===== src/rtl/adc_seq_pkg.sv =====
// Constants, register layout and state codes of the conversion sequencer
package adc_seq_pkg;

   // ------------------------------------------------------------------
   // Register byte offsets (one 32-bit word each, data in bits 7:0)
   // ------------------------------------------------------------------
   localparam logic [7:0] OFS_CONV_CONTROL_REG0 = 8'h00;
   localparam logic [7:0] OFS_CONV_CONTROL_REG1 = 8'h04;
   localparam logic [7:0] OFS_RESULT_LOW_BYTE   = 8'h08;
   localparam logic [7:0] OFS_RESULT_HIGH_BYTE  = 8'h0C;
   localparam logic [7:0] OFS_IRQ_CONTROL       = 8'h10;

   // ------------------------------------------------------------------
   // Field positions
   // ------------------------------------------------------------------
   // conv_control_reg0
   localparam int BIT_START             = 7;
   localparam int BIT_BUSY              = 6;
   localparam int BIT_POWER_ENABLE      = 5;
   localparam int BIT_RESULT_FORMAT     = 4;
   localparam int LSB_EXT_CHANNEL       = 0;
   // conv_control_reg1
   localparam int LSB_SOURCE_SEL        = 5;
   localparam int LSB_REFERENCE_SEL     = 3;
   localparam int LSB_CLOCK_DIVIDER_SEL = 0;
   // irq control
   localparam int BIT_GLOBAL_IRQ_EN     = 0;
   localparam int BIT_CONV_IRQ_EN       = 1;
   localparam int BIT_MULTI_IRQ_EN      = 2;
   localparam int BIT_DONE_FLAG         = 3;

   // ------------------------------------------------------------------
   // Encodings, counts and reset values
   // ------------------------------------------------------------------
   localparam logic [2:0]  SRC_BANDGAP       = 3'h1;
   localparam logic [2:0]  SRC_AMP_A         = 3'h2;
   localparam logic [2:0]  SRC_AMP_B         = 3'h3;
   localparam logic [2:0]  SRC_NEG_SUPPLY    = 3'h4;
   localparam logic [1:0]  REF_INTERNAL_SUPPLY = 2'h1;
   localparam logic [3:0]  SAMPLE_TICKS      = 4'h4;
   localparam logic [3:0]  CONVERT_TICKS     = 4'hC;
   localparam logic [11:0] SAR_FIRST_TRIAL   = 12'h800;
   localparam logic [7:0]  RESET_REG0        = 8'h00;
   localparam logic [7:0]  RESET_REG1        = 8'h00;
   localparam logic [31:0] UNMAPPED_READ     = 32'h0000_0000;

   typedef enum logic [1:0] {
      ST_IDLE    = 2'b00,
      ST_ARMED   = 2'b01,
      ST_SAMPLE  = 2'b10,
      ST_CONVERT = 2'b11
   } conv_state_t;

endpackage : adc_seq_pkg


===== src/rtl/adc_conversion_sequencer.sv =====
// Conversion sequencer for a 12-bit successive-approximation converter
//
// The placing of the registers and the Wishbone register port were left to the implementer.
`timescale 1ns/1ns
`default_nettype none

// What this block does
// - Converter powered only while power-enable bit is set; conversions need it.
// - Sampling phase lasts exactly 4 conversion-clock cycles.
// - Then 12 conversion cycles follow; whole conversion is 16 cycles.
// - Conversion runs autonomously in hardware; bus stays free meanwhile.
// - Busy flag high during conversion, low when it completes.
// - Result appears in high and low byte registers after busy falls.
// - Result placement across the byte pair follows the format bit.
// - Completion requests interrupt only when all three enables are set.
// - Completion request is an end-of-conversion signal, alternative to polling.
// - Divider codes 000 to 111 divide system clock by 1 to 128.
// - Internal source selected disconnects external path regardless of channel.
// - External source: four-bit channel field picks the routed pin.
// - Source 000,101-111 external; 001 bandgap, 010/011 amplifiers, 100 ground.
// - Reference code 01 uses internal supply; 00 and 1x external pin.
// - Result is 12-bit unsigned, full scale all ones.
// - Clearing power-enable switches the conversion circuitry off.
module adc_conversion_sequencer
   import adc_seq_pkg::*;
(
   input  wire logic        clk_sys,
   input  wire logic        rstn,
   // Wishbone classic slave
   input  wire logic        wb_cyc_i,
   input  wire logic        wb_stb_i,
   input  wire logic        wb_we_i,
   input  wire logic [7:0]  wb_adr_i,
   input  wire logic [3:0]  wb_sel_i,
   input  wire logic [31:0] wb_dat_i,
   output logic      [31:0] wb_dat_o,
   output logic             wb_ack_o,
   // Analog core
   input  wire logic        cmp_above,       // Comparator: input at or above trial level
   output logic             conv_power,
   output logic             sample_hold,     // High while the input is being sampled
   output logic [11:0]      dac_code,        // Trial code for the comparator
   output logic             ext_path_enable,
   output logic [3:0]       ext_channel,
   output logic [3:0]       internal_source, // One-hot: bandgap, amp a, amp b, ground
   output logic             ref_use_supply,
   output logic             conv_busy,
   output logic             conv_irq_request
);

   // ------------------------------------------------------------------
   // State
   // ------------------------------------------------------------------
   typedef struct packed {
      logic [2:0]  cmp_sync;     // [0] is the first stage
      logic        cmp_level;
      logic        power;
      logic        fmt;
      logic        start;
      logic [3:0]  chan;
      logic [2:0]  src;
      logic [1:0]  ref_sel;
      logic [2:0]  div_sel;
      logic        gie;
      logic        cie;
      logic        mfie;
      logic        done_flag;
      conv_state_t state;
      logic [6:0]  prescale;
      logic [3:0]  phase;
      logic [11:0] sar;
      logic [11:0] mask;
      logic [11:0] result;
      logic        ack;
      logic [31:0] rdata;
      logic        busy;
      logic        sample;
      logic        ext_en;
      logic [3:0]  int_sel;
      logic        ref_supply;
      logic        irq;
   } seq_state_t;

   seq_state_t state_q;
   seq_state_t next_state;

   logic [6:0]  div_limit;
   logic        tick;
   logic        req;
   logic        wr;
   logic [7:0]  reg0_view;
   logic [7:0]  reg1_view;
   logic [7:0]  irq_view;
   logic [7:0]  res_high;
   logic [7:0]  res_low;

   // ------------------------------------------------------------------
   // Conversion clock and register views
   // ------------------------------------------------------------------
   // divide by power of two
   assign div_limit = 7'((8'h01 << state_q.div_sel) - 8'h01);
   // One system cycle per conversion-clock period; no gated clock needed
   assign tick      = (state_q.prescale == div_limit);

   assign req = wb_cyc_i && wb_stb_i && !state_q.ack;
   assign wr  = req && wb_we_i && wb_sel_i[0];

   assign reg0_view = {state_q.start, state_q.busy, state_q.power, state_q.fmt, state_q.chan};
   assign reg1_view = {state_q.src, state_q.ref_sel, state_q.div_sel};
   assign irq_view  = {4'h0, state_q.done_flag, state_q.mfie, state_q.cie, state_q.gie};

   // result bytes readable after busy falls
   always_comb begin
      if (state_q.fmt) begin
         res_high = {4'h0, state_q.result[11:8]};
         res_low  = state_q.result[7:0];
      end else begin
         res_high = state_q.result[11:4];
         res_low  = {state_q.result[3:0], 4'h0};
      end
   end

   // ------------------------------------------------------------------
   // Next state
   // ------------------------------------------------------------------
   // Bus access first, then the sequencer itself, then the start edges
   always_comb begin
      next_state = state_q;

      // Comparator crosses from the analog domain: three stages, agree to accept
      next_state.cmp_sync = {state_q.cmp_sync[1:0], cmp_above};
      if (state_q.cmp_sync[1] == state_q.cmp_sync[2]) begin
         next_state.cmp_level = state_q.cmp_sync[2];
      end

      // Bus answer: one cycle after the request, dropped the cycle after
      next_state.ack   = req;
      next_state.rdata = UNMAPPED_READ;
      if (req && !wb_we_i) begin
         if (wb_adr_i == OFS_CONV_CONTROL_REG0) begin
            next_state.rdata = {24'h0, reg0_view};
         end else if (wb_adr_i == OFS_CONV_CONTROL_REG1) begin
            next_state.rdata = {24'h0, reg1_view};
         end else if (wb_adr_i == OFS_RESULT_LOW_BYTE) begin
            next_state.rdata = {24'h0, res_low};
         end else if (wb_adr_i == OFS_RESULT_HIGH_BYTE) begin
            next_state.rdata = {24'h0, res_high};
         end else if (wb_adr_i == OFS_IRQ_CONTROL) begin
            next_state.rdata = {24'h0, irq_view};
         end else begin
            next_state.rdata = UNMAPPED_READ;
         end
      end

      // Register writes; busy and result are read-only
      if (wr) begin
         if (wb_adr_i == OFS_CONV_CONTROL_REG0) begin
            next_state.start = wb_dat_i[BIT_START];
            next_state.power = wb_dat_i[BIT_POWER_ENABLE];
            next_state.fmt   = wb_dat_i[BIT_RESULT_FORMAT];
            next_state.chan  = wb_dat_i[LSB_EXT_CHANNEL +: 4];
         end else if (wb_adr_i == OFS_CONV_CONTROL_REG1) begin
            next_state.src     = wb_dat_i[LSB_SOURCE_SEL +: 3];
            next_state.ref_sel = wb_dat_i[LSB_REFERENCE_SEL +: 2];
            next_state.div_sel = wb_dat_i[LSB_CLOCK_DIVIDER_SEL +: 3];
         end else if (wb_adr_i == OFS_IRQ_CONTROL) begin
            next_state.gie  = wb_dat_i[BIT_GLOBAL_IRQ_EN];
            next_state.cie  = wb_dat_i[BIT_CONV_IRQ_EN];
            next_state.mfie = wb_dat_i[BIT_MULTI_IRQ_EN];
            // Write one to clear; a completion in the same cycle wins below
            if (wb_dat_i[BIT_DONE_FLAG]) begin
               next_state.done_flag = 1'b0;
            end
         end
      end

      // Conversion clock prescaler, free running between start edges
      next_state.prescale = tick ? 7'h00 : 7'(state_q.prescale + 7'h01);

      // sequencer runs on its own, bus never waits on it
      case (state_q.state)
         ST_IDLE: begin
         end
         ST_ARMED: begin
         end
         ST_SAMPLE: begin
            if (tick) begin
               next_state.phase = 4'(state_q.phase + 4'h1);
               if (state_q.phase == SAMPLE_TICKS - 4'h1) begin
                  next_state.state = ST_CONVERT;
                  next_state.phase = 4'h0;
                  next_state.sar   = SAR_FIRST_TRIAL;
                  next_state.mask  = SAR_FIRST_TRIAL;
               end
            end
         end
         ST_CONVERT: begin
            // twelve decision ticks, one bit each
            if (tick) begin
               next_state.phase = 4'(state_q.phase + 4'h1);
               next_state.mask  = state_q.mask >> 1;
               next_state.sar   = (state_q.cmp_level ? state_q.sar : (state_q.sar & ~state_q.mask))
                                  | (state_q.mask >> 1);
               if (state_q.phase == CONVERT_TICKS - 4'h1) begin
                  // all comparisons high give all ones
                  next_state.result    = state_q.cmp_level ? state_q.sar : (state_q.sar & ~state_q.mask);
                  next_state.state     = ST_IDLE;
                  // completion flag marks end of conversion
                  next_state.done_flag = 1'b1;
               end
            end
         end
         default: begin
            next_state.state = ST_IDLE;
         end
      endcase

      // rising start edge resets the conversion logic
      if (!state_q.start && next_state.start) begin
         next_state.state = ST_ARMED;
      end
      if (state_q.start && !next_state.start && state_q.state == ST_ARMED && state_q.power) begin
         next_state.state    = ST_SAMPLE;
         next_state.phase    = 4'h0;
         next_state.prescale = 7'h00;
      end

      // clearing power aborts and switches off
      if (!next_state.power) begin
         next_state.state = ST_IDLE;
      end

      // busy from sampling start to completion
      next_state.busy   = (next_state.state == ST_SAMPLE) || (next_state.state == ST_CONVERT);
      next_state.sample = (next_state.state == ST_SAMPLE);

      // internal source cuts the external path
      next_state.int_sel = 4'h0;
      next_state.ext_en  = 1'b0;
      if (next_state.src == SRC_BANDGAP) begin
         next_state.int_sel = 4'h1;
      end else if (next_state.src == SRC_AMP_A) begin
         next_state.int_sel = 4'h2;
      end else if (next_state.src == SRC_AMP_B) begin
         next_state.int_sel = 4'h4;
      end else if (next_state.src == SRC_NEG_SUPPLY) begin
         next_state.int_sel = 4'h8;
      end else begin
         next_state.ext_en = next_state.power;
      end

      next_state.ref_supply = (next_state.ref_sel == REF_INTERNAL_SUPPLY);

      // request only with all three enables
      next_state.irq = next_state.done_flag && next_state.gie && next_state.cie && next_state.mfie;
   end

   // ------------------------------------------------------------------
   // State register
   // ------------------------------------------------------------------
   // Reset to all zeros: idle, powered off, registers at their reset values
   always_ff @(posedge clk_sys or negedge rstn) begin
      if (!rstn) begin
         state_q <= '0;
      end else begin
         state_q <= next_state;
      end
   end

   // ------------------------------------------------------------------
   // Outputs, each straight from the state register
   // ------------------------------------------------------------------
   assign wb_dat_o         = state_q.rdata;
   assign wb_ack_o         = state_q.ack;
   assign conv_power       = state_q.power;
   assign sample_hold      = state_q.sample;
   assign dac_code         = state_q.sar;
   assign ext_path_enable  = state_q.ext_en;
   assign ext_channel      = state_q.chan;
   assign internal_source  = state_q.int_sel;
   assign ref_use_supply   = state_q.ref_supply;
   assign conv_busy        = state_q.busy;
   assign conv_irq_request = state_q.irq;

endmodule : adc_conversion_sequencer

`default_nettype wire


===== config.mk =====
export PLATFORM = sky130hd
export DESIGN_NAME = adc_conversion_sequencer
export DESIGN_NICKNAME = d
export VERILOG_FILES = /design/src/rtl/adc_seq_pkg.sv /design/src/rtl/adc_conversion_sequencer.sv
export SDC_FILE = /design/constraint.sdc
export NUM_CORES = 1
export LEC_CHECK = 0
export BUFFER_PORTS_ARGS = -buffer_cell sky130_fd_sc_hd__buf_2
export CAP_MARGIN = 5
export CORE_AREA = 5 5 99 111
export CTS_CLUSTER_SIZE = 14
export DETAILED_ROUTE_END_ITERATION = 16
export DIE_AREA = 0 0 104 116
export PLACE_DENSITY = 0.75
export SYNTH_ARGS = -nofsm -noshare
export SYNTH_HDL_FRONTEND = slang
export SYNTH_SLANG_ARGS = --single-unit

===== constraint.sdc =====
create_clock -name clk_sys -period 2.8 [get_ports clk_sys]
set_input_delay 0 -clock clk_sys [delete_from_list [all_inputs] [get_ports clk_sys]]
set_output_delay 0 -clock clk_sys [all_outputs]
set_load 0.01 [all_outputs]

==> results.py, run 1 <==
metrics = {
    "outcome": {
        "status": "completed",
    },
    "global_route": {
        "grtUsageTotal": 0.173,
        "antenna_found_initial": 0,
        "first_global_vias": 3485,
        "grt_max_degree": 91,
        "grt_remaining_overflow": 0,
        "grt_pass1_wl_mm": 17.0,
    },
    "sta": {
        "max_freq_ghz": 0.382,
        "hold_viol": 0,
        "rsz0062_at_grt": "false",
        "finalMaxSlewViolations": 0,
        "setup_viol": 0,
        "fin_tns_setup_ps": 0,
        "fin_crit_ps": 2620,
        "fin_skew_ps": 7.48,
        "worst_slew_pin_slew_ps": 1140,
        "timing.final.crit_share": 0.935,
        "slew_headroom": 0.241,
    },
    "synthesis": {
        "synth_ff_type": "dfrtp_1",
        "synth_area_sq_um": 4660,
        "synth_cell_types": 52,
        "synthTopCellsByArea": "dfrtp_1 (48%), buf_4 (8.5%), mux2_2 (5.1%)",
        "yosys.area_share.adder": 0.0102,
        "synth_top_family_by_area": "simple AND/OR/NAND/NOR gates",
        "syn_inst": 472,
        "synth_xor_area_frac": 0.0226,
        "async_flop_share": 1.00,
        "synth_top_area_cell": "dfrtp_1",
        "ys_ff_latch": 90,
        "synth_simple_gate_area_frac": 0.158,
        "yosys-top-cells-count": "dfrtp_1 (90), nand2_1 (56), buf_4 (53)",
        "synth_edf_count": 0,
        "synth_compound_area_frac": 0.132,
        "postSynthAreaPerCell_sq_um": 9.86,
        "yosys_warnings": 0,
        "post-synth-top-area-fraction": 0.484,
        "yosysMostFrequentCell": "dfrtp_1",
        "seq_area_frac_synth": 0.484,
        "synth_mux_area_frac": 0.0723,
    },
    "cells_and_area": {
        "nets": 573,
        "drive_above_1_share": 0.229,
        "antenna_cells": 0,
        "area_delta_synth_final_pct": 11.3,
    },
    "die": {
        "die_area_sq_um": 12100,
        "coreArea_sq_um": 9700,
        "die_w_um": 104,
        "die_h_um": 116,
        "initial_core_util": 0.480,
        "io_pins": 109,
        "rows": 38,
    },
    "clock_network": {
        "htreeDepth": 3,
        "path_clk_slew_ps": 90,
        "cts_inserted_buffers": 9,
        "cts_tree": "yes",
        "root_buffer": "clkbuf_8",
        "clkSinkCount": 90,
        "clk_path_buf_depth": 2,
        "clock_latency_ps": 360,
    },
    "flow_run": {
        "cap_violations": 0,
    },
    "route": {
        "vias": 3428,
        "drtIter0Drc": 159,
        "drc": 0,
        "via_per_inst": 5.31,
        "first_pass_iters": 4,
        "ant_nets": 0,
        "wl_per_cell_um": 15.6,
        "wl_mm": 10.1,
    },
    "power": {
        "share_seq_of_total_power": 0.511,
        "power_frac_comb": 0.116,
        "p_per_area_nw_per_um2": 514,
        "switchingPower_mw": 0.679,
        "power_leakage_nw": 2.59,
        "clkPwrFrac": 0.372,
        "swShare": 0.255,
        "ir_drop_uv": 229,
        "intPower_mw": 1.98,
        "power_mw": 2.66,
    },
    "placed_design": {
        "dp_hpwl_mm": 7.19,
        "io_buffers": 57,
        "place.gp.congestion": 0.885,
    },
    "critical_path": {
        "critPathArrivalTime_ps": 2880,
        "criticalPathCategory": "reg2reg",
        "crit_required_ps": 3070,
        "path_max_fanout": 9,
        "crit_path_start_kind": "flop",
        "endpoint_kind": "flop",
    },
    "hold_path": {
        "hp-class": "in2reg",
    },
}
==> metal layers <==
metal  share of wire  global-route usage  up-vias
li1                -                   -     1639
met1            0.44               0.229     1656
met2            0.48               0.281      114
met3           0.057              0.0418       19
met4           0.020              0.0579        0
met5               0                   0        -
==> worst paths after layout <==
check,start,endpoint,slack (ps),cells past startpoint
worst max register to register,reg1_view[1],sample_hold,180,9
worst min-delay path,wb_adr_i[7],wb_dat_o[3],180,5
min in group asynchronous,rstn,state_q[113],390,2
worst max-delay path,reg1_view[1],sample_hold,180,9
worst min register to register,next_state[112],next_state[113],350,0
max in group asynchronous,rstn,irq_view[0],1670,2
==> per-stage QoR <==
stage | utilization | cells | hold WS, ps | area (sq um) | setup WS [ps]
floorplan | - | 495 | -296 | 4740 | 116
global placement | 0.492 | 612 | 110 | 4770 | 60.9
detailed placement | 0.492 | 612 | 110 | 4770 | -23.5
CTS | 0.530 | 642 | 160 | 5140 | 19.6
global route | 0.534 | 645 | 189 | 5180 | 28.0
finish | 0.534 | 645 | 182 | 5180 | 183
==> cell type report <==
class,instances,area [sq um]
clock inverter,6,90.1
clock buffer,10,138
multi-input combinational,314,1950
sequential,90,2250
fill,870,4520
tap,120,150
inverter,21,78.8
timing repair buffer,84,529
==> cell usage in the layout, fill, tap and decap left out, types with 5 or more instances in the layout <==
| cell | instances |
|---|---|
| dfrtp_1 | 90 |
| nand2_1 | 56 |
| buf_2 | 56 |
| a21oi_1 | 35 |
| nor2_1 | 28 |
| conb_1 | 24 |
| o21ai_0 | 23 |
| mux2_2 | 21 |
| inv_1 | 20 |
| nand3_1 | 14 |
| dlygate4sd3_1 | 14 |
| buf_4 | 13 |
| mux2i_1 | 10 |
| clkbuf_8 | 10 |
| xnor2_1 | 9 |
| nor2b_1 | 7 |
| nor3_1 | 7 |
| a21boi_0 | 7 |
| and3_1 | 5 |
==> power groups by stage <==
stage	logic, mW	clock network (mW)	registers (mW)
final	0.310	0.991	1.36
after global routing	0.350	1.08	1.37
after CTS	0.297	1.02	1.36
after detailed placement	0.281	0	1.39
after global placement	0.272	0	1.38
after floorplan	0.208	0	1.38
==> cells by family after synthesis <==
logic type                 Yosys count
and+or+nand+nor                    144
AOI/OAI and AO/OA                   99
buffers and inverters               91
DFF                                 90
muxes                               31
xor gates and xnor gates            12
adders and majority gates            4
other                                1
==> what timing repair did <==
item / CTS / global route
setup buffers: 0 / 3
pin swaps: 0 / 1
resized for setup: 1 / 5
endpoints found under the setup margin: 13 / 37
hold buffers: 14 / 0
hold endpoints to repair: 116 / 0
==> critical path, stage by stage, from the launching register on <==
cell and delay, ps:
dfrtp_1 390, or3_4 400, ha_2 230, nor3b_1 140, o21ai_0 140, a21oi_1 100
o32a_2 470, and4_4 230, o21a_1 210, a211oi_1 210
==> flip-flops by register name, indices dropped and copies added, names as in the netlist <==
| signal | count |
|---|---|
| conv_busy | 1 |
| conv_irq_request | 1 |
| conv_power | 1 |
| dac_code | 12 |
| ext_channel | 4 |
| ext_path_enable | 1 |
| internal_source | 4 |
| irq_view | 4 |
| next_state | 2 |
| ref_use_supply | 1 |
| reg0_view | 2 |
| reg1_view | 8 |
| sample_hold | 1 |
| state_q | 39 |
| wb_ack_o | 1 |
| wb_dat_o | 8 |
Note: power is estimated with default switching activity, not from simulation.
==> run 2: changes to the inputs <==
--- a/config.mk
+++ b/config.mk
@@ -7,10 +7,11 @@
 export LEC_CHECK = 0
 export BUFFER_PORTS_ARGS = -buffer_cell sky130_fd_sc_hd__buf_2
 export CAP_MARGIN = 5
-export CORE_AREA = 5 5 99 111
+export CORE_AREA = 2 2 96 108
+export CTS_CLUSTER_DIAMETER = 200
 export CTS_CLUSTER_SIZE = 14
 export DETAILED_ROUTE_END_ITERATION = 16
-export DIE_AREA = 0 0 104 116
+export DIE_AREA = 0 0 98 110
 export PLACE_DENSITY = 0.75
 export SYNTH_ARGS = -nofsm -noshare
 export SYNTH_HDL_FRONTEND = slang
==> run 2 against run 1 <==
Effect of this change: cell count down 0.16%; routed wire length down 2.4%; critical endpoint is now state_q[42]; highest routed layer unchanged; sequential share of layout area is 0.38 points higher; critical path type unchanged; largest power group unchanged; sequential power barely moved; via count is 1.4% higher; clock power decreased by 14%; combinational power increased by 1%; largest cell class unchanged; worst setup slack got worse by 76 ps; non-clock buffer count decreased by 1.
==> results.py, run 2 (synthesis gave the netlist of run 1 again) <==
metrics = {
    "sta": {
        "max_freq_ghz": 0.371,
        "slew_headroom": 0.260,
        "hold_viol": 0,
        "setup_viol": 0,
        "fin_skew_ps": 12.0,
        "rsz0062_at_grt": "true",
        "worst_slew_pin_slew_ps": 1110,
        "finalWorstSetupSlack_ps": 107,
        "timing.final.crit_share": 0.962,
        "holdWs_ps": 167,
        "fin_crit_ps": 2690,
        "finalMaxSlewViolations": 0,
    },
    "global_route": {
        "grt_pass1_wl_mm": 16.4,
        "grtUsageTotal": 0.190,
        "grt_remaining_overflow": 0,
        "first_global_vias": 3406,
        "grt_max_degree": 91,
        "antenna_found_initial": 0,
    },
    "route": {
        "vias": 3477,
        "ant_nets": 0,
        "drtIter0Drc": 151,
        "via_per_inst": 5.40,
        "drc": 0,
        "wl_per_cell_um": 15.3,
        "first_pass_iters": 4,
        "wl_mm": 9.83,
    },
    "power": {
        "share_seq_of_total_power": 0.538,
        "swShare": 0.281,
        "intPower_mw": 1.82,
        "power_leakage_nw": 2.57,
        "ir_drop_uv": 257,
        "clkPwrFrac": 0.337,
        "power_frac_comb": 0.124,
        "switchingPower_mw": 0.711,
        "p_per_area_nw_per_um2": 492,
    },
    "critical_path": {
        "crit_path_start_kind": "flop",
        "crit_required_ps": 3050,
        "worst-path-buf-inv": 1,
        "critPathTopFamily": "simple AND/OR/NAND/NOR gates",
        "critPathMostFrequentCell": "xnor2_1",
        "slowest_delay_ps": 410,
        "endpoint_kind": "flop",
        "slowest_stage": "or3_4",
        "crit_chain": "or3_4 > ha_2 > xnor2_1 > a31oi_1 > xnor2_1 > nor4_4 > and4_2 > buf_12 > mux2_2",
        "path_max_fanout": 17,
        "criticalPathCategory": "reg2reg",
        "critPathArrivalTime_ps": 2940,
    },
    "clock_network": {
        "cts_inserted_buffers": 9,
        "path_clk_slew_ps": 100,
        "root_buffer": "clkbuf_8",
        "htreeDepth": 3,
        "clk_path_buf_depth": 2,
        "clock_latency_ps": 360,
        "clkSinkCount": 90,
        "cts_tree": "yes",
    },
    "flow_run": {
        "cap_violations": 0,
    },
    "cells_and_area": {
        "nets": 572,
        "largest_register_ff_count": 39,
        "area_delta_synth_final_pct": 10.4,
        "mostFrequentLayoutCells": "dfrtp_1 (90), nand2_1 (56), buf_2 (56)",
        "final_common_cell": "dfrtp_1",
        "drive_above_1_share": 0.227,
        "antenna_cells": 0,
        "fillCellCount": 867,
        "top_register": "state_q",
    },
    "placed_design": {
        "dp_hpwl_mm": 6.95,
        "dp_slack_ps": 58.2,
        "place.gp.congestion": 0.903,
        "io_buffers": 57,
    },
    "hold_path": {
        "hp-class": "in2reg",
    },
    "die": {
        "die_h_um": 110,
        "coreArea_sq_um": 9650,
        "rows": 38,
        "io_pins": 109,
        "die_area_sq_um": 10800,
        "initial_core_util": 0.482,
        "die_w_um": 98,
    },
    "outcome": {
        "status": "completed",
    },
}
==> run 2: through the flow <==
step / power [mW] / util / cells / TNS (ps) / instance area [sq um]
after floorplan: 1.59 / - / 495 / 0 / 4740
after global placement: 1.65 / 0.497 / 613 / 0 / 4790
after detailed placement: 1.67 / 0.497 / 613 / 0 / 4790
after CTS: 2.53 / 0.530 / 643 / 0 / 5120
after global routing: 2.64 / 0.532 / 644 / -326 / 5140
final: 2.53 / 0.532 / 644 / 0 / 5140
==> run 2: final timing paths <==
| kind | startpoint | endpoint | slack [ps] | depth (start not counted) |
|---|---|---|---|---|
| max | reg1_view[1] | state_q[42] | 110 | 9 |
| min | wb_adr_i[7] | wb_dat_o[3] | 170 | 5 |
| max reg2reg | reg1_view[1] | state_q[42] | 110 | 9 |
| min reg2reg | next_state[112] | next_state[113] | 350 | 0 |
| max in group asynchronous | rstn | next_state[113] | 1690 | 2 |
| min in group asynchronous | rstn | state_q[58] | 380 | 2 |
==> run 2: power groups by stage <==
stage                     clock [mW]  combinational [mW]  sequential (mW)
after floorplan                    0               0.208             1.38
after global placement             0               0.271             1.38
after detailed placement           0               0.279             1.39
after CTS                      0.868               0.297             1.36
after global routing           0.923               0.353             1.37
final                          0.853               0.314             1.36
==> run 2: final cells by class <==
cell class	instances	area, sq um	area share
Tap cell	120	150	0.0292
Clock buffer	10	138	0.0268
Sequential cell	90	2250	0.438
Clock inverter	6	50.0	0.00974
Inverter	21	78.8	0.0153
Timing Repair Buffer	83	531	0.103
Multi-Input combinational cell	314	1940	0.377
==> run 2: worst min-delay path, cell delays in order <==
cell and delay [ps]:
buf_2 80, nor3_2 40, nand2_1 140, o22ai_1 120, o211a_1 110
==> run 2: what timing repair did <==
item,CTS,global route
setup endpoints to repair,0,18
buffers inserted,0,1
resized for setup,0,5
hold buffers,14,0
hold endpoints to repair,116,0
==> run 2: per-layer routing <==
metal / GRT usage / vias to the layer above / wire length [um]
met5: 0 / - / 0
met4: 0.0774 / 0 / 150
met3: 0.0296 / 14 / 489
met2: 0.316 / 121 / 4790
met1: 0.253 / 1707 / 4410
li1: - / 1635 / -
==> run 3: changes to the inputs <==
--- a/config.mk
+++ b/config.mk
@@ -5,7 +5,7 @@
 export SDC_FILE = /design/constraint.sdc
 export NUM_CORES = 1
 export LEC_CHECK = 0
-export BUFFER_PORTS_ARGS = -buffer_cell sky130_fd_sc_hd__buf_2
+export BUFFER_PORTS_ARGS = -buffer_cell sky130_fd_sc_hd__buf_4
 export CAP_MARGIN = 5
 export CORE_AREA = 2 2 96 108
 export CTS_CLUSTER_DIAMETER = 200
==> constraint.sdc (replaced) <==
create_clock -name clk_sys -period 2.8 [get_ports clk_sys]
set_input_delay 0.14 -clock clk_sys [delete_from_list [all_inputs] [get_ports clk_sys]]
set_output_delay 0.14 -clock clk_sys [all_outputs]
set_load 0.01 [all_outputs]
==> run 3 against run 2 <==
Effect of this change: the run now ends with hold timing left; power rose by 5.9%; critical path type unchanged; largest cell class unchanged; non-clock buffer count fell by 13; sequential power barely moved; global-route usage fell by 1.0 points; fmax rose by 0.60%; cell count fell by 2.0%; die area did not move.
==> results.py, run 3 (synthesis gave the netlist of run 1 again) <==
metrics = {
    "critical_path": {
        "reg2reg_to": "state_q[47]",
        "crit_path_start_kind": "flop",
        "ff2ff_setup_slack_ps": 120,
        "timing.rr.start": "reg1_view[1]",
        "criticalPathCategory": "reg2reg",
        "critPathArrivalTime_ps": 2920,
        "endpoint_kind": "flop",
        "crit_required_ps": 3040,
        "path_max_fanout": 18,
        "reg2reg_depth": 10,
    },
    "cells_and_area": {
        "mostFrequentLayoutCells": "dfrtp_1 (90), buf_4 (68), nand2_1 (56)",
        "nets": 559,
        "antenna_cells": 0,
        "multiInputGateArea_sq_um": 1970,
        "regArea_sq_um": 2250,
        "final_common_cell": "dfrtp_1",
        "fillCellCount": 853,
        "drive_above_1_share": 0.235,
        "area_delta_synth_final_pct": 12.1,
        "top_register": "state_q",
        "largest_register_ff_count": 39,
    },
    "sta": {
        "fin_crit_ps": 2680,
        "timing.final.crit_share": 0.956,
        "worst_slew_pin_slew_ps": 1090,
        "finalWorstSetupSlack_ps": 123,
        "finalMaxSlewViolations": 0,
        "holdWs_ps": -34.6,
        "slew_headroom": 0.274,
        "max_freq_ghz": 0.374,
        "hold_viol": 12,
        "fin_skew_ps": 12.7,
        "setup_viol": 0,
    },
    "die": {
        "rows": 38,
        "coreArea_sq_um": 9650,
        "die_area_sq_um": 10800,
        "io_pins": 109,
        "die_w_um": 98,
        "initial_core_util": 0.482,
        "die_h_um": 110,
    },
    "global_route": {
        "antenna_found_initial": 0,
        "first_global_vias": 3288,
        "grt_remaining_overflow": 0,
        "use_met3": 0.0309,
        "grtUsageTotal": 0.180,
        "busiest_layer": "met2",
        "grt_max_degree": 91,
        "use_met1": 0.231,
        "grt_pass1_wl_mm": 15.6,
        "use_met2": 0.311,
    },
    "placed_design": {
        "dp_slack_ps": 7.10,
        "place.gp.congestion": 0.906,
        "dp_hpwl_mm": 6.94,
        "io_buffers": 57,
    },
    "clock_network": {
        "clkSinkCount": 90,
        "cts_tree": "yes",
        "clock_latency_ps": 360,
        "cts_inserted_buffers": 9,
        "clk_path_buf_depth": 2,
        "path_clk_slew_ps": 100,
        "htreeDepth": 3,
        "root_buffer": "clkbuf_8",
    },
    "flow_run": {
        "cap_violations": 0,
    },
    "power": {
        "power_leakage_nw": 2.55,
        "p_per_area_nw_per_um2": 513,
        "power_mw": 2.68,
        "ir_drop_uv": 310,
    },
    "route": {
        "ant_nets": 0,
        "wl_per_cell_um": 15.1,
        "via_per_inst": 5.33,
        "first_pass_iters": 4,
        "wl_mm": 9.51,
        "drtIter0Drc": 172,
        "vias": 3366,
        "drc": 0,
    },
    "outcome": {
        "status": "complete, but fails checks",
        "violations": "hold timing",
    },
    "hold_path": {
        "hp-class": "in2async",
    },
}
## run 3: changes by cell type in the layout (fill, tap and decap cells not counted), moves of 2 or more
cell	change
bufinv_16	+2
buf_2	-56
dlygate4sd3_1	-13
buf_4	+56
## run 3: worst max path at each step
stage	cells after the start	slack [ps]	end	startpoint
after floorplan	10	120	state_q[42]	reg1_view[0]
after global placement	10	90	sample_hold	reg1_view[1]
after detailed placement	10	7	sample_hold	reg1_view[1]
after CTS	10	10	sample_hold	reg1_view[1]
after global routing	10	-9	state_q[46]	reg1_view[1]
final	10	120	state_q[47]	reg1_view[1]
## run 3: cell type report
| class | instances | share of cell area |
|---|---|---|
| Timing Repair Buffer | 70 | 0.104 |
| Sequential cell | 90 | 0.431 |
| Clock inverter | 6 | 0.0173 |
| Inverter | 21 | 0.0151 |
| Clock buffer | 10 | 0.0264 |
| Tap cell | 120 | 0.0288 |
| Multi-Input combinational cell | 314 | 0.378 |
## run 3: timing repair
action | CTS | global route
endpoints found under the hold margin | 1 | 0
endpoints found under the setup margin | 0 | 29
hold buffers | 1 | 0
buffers inserted | 0 | 1
resized for setup | 0 | 9
## run 3: worst max-delay path, cell delays in order, from the launching register on
cell     delay, ps
dfrtp_1        400
or3_4          420
ha_4           190
nor3b_1        130
a31oi_1        180
xnor2_1        130
nor4_4         210
buf_4          180
and4_4         230
buf_12         140
mux2_2         340
## run 3: where the power goes
part           leakage, nW  internal [mW]  switching [mW]
combinational         1.22          0.130           0.187
clock                0.112          0.529           0.472
sequential            1.22           1.33          0.0306
## run 3: metrics by stage
step           area (sq um)  instances  hold slack (ps)  utilization  setup TNS [ps]
2_1_floorplan          4740        495             -156            -               0
3_3_place_gp           4930        613              251        0.511               0
3_5_place_dp           4930        613              250        0.511               0
4_1_cts                5170        630             14.7        0.536               0
5_1_grt                5220        631             23.8        0.541           -12.6
6_report               5220        631            -34.6        0.541               0
## run 3: layer usage
layer  part of all wire  up-vias  wire length [um]
li1                   -     1616                 -
met1               0.44     1640              4170
met2               0.49       97              4670
met3              0.057       13               538
met4              0.015        0               141
met5                  0        -                 0
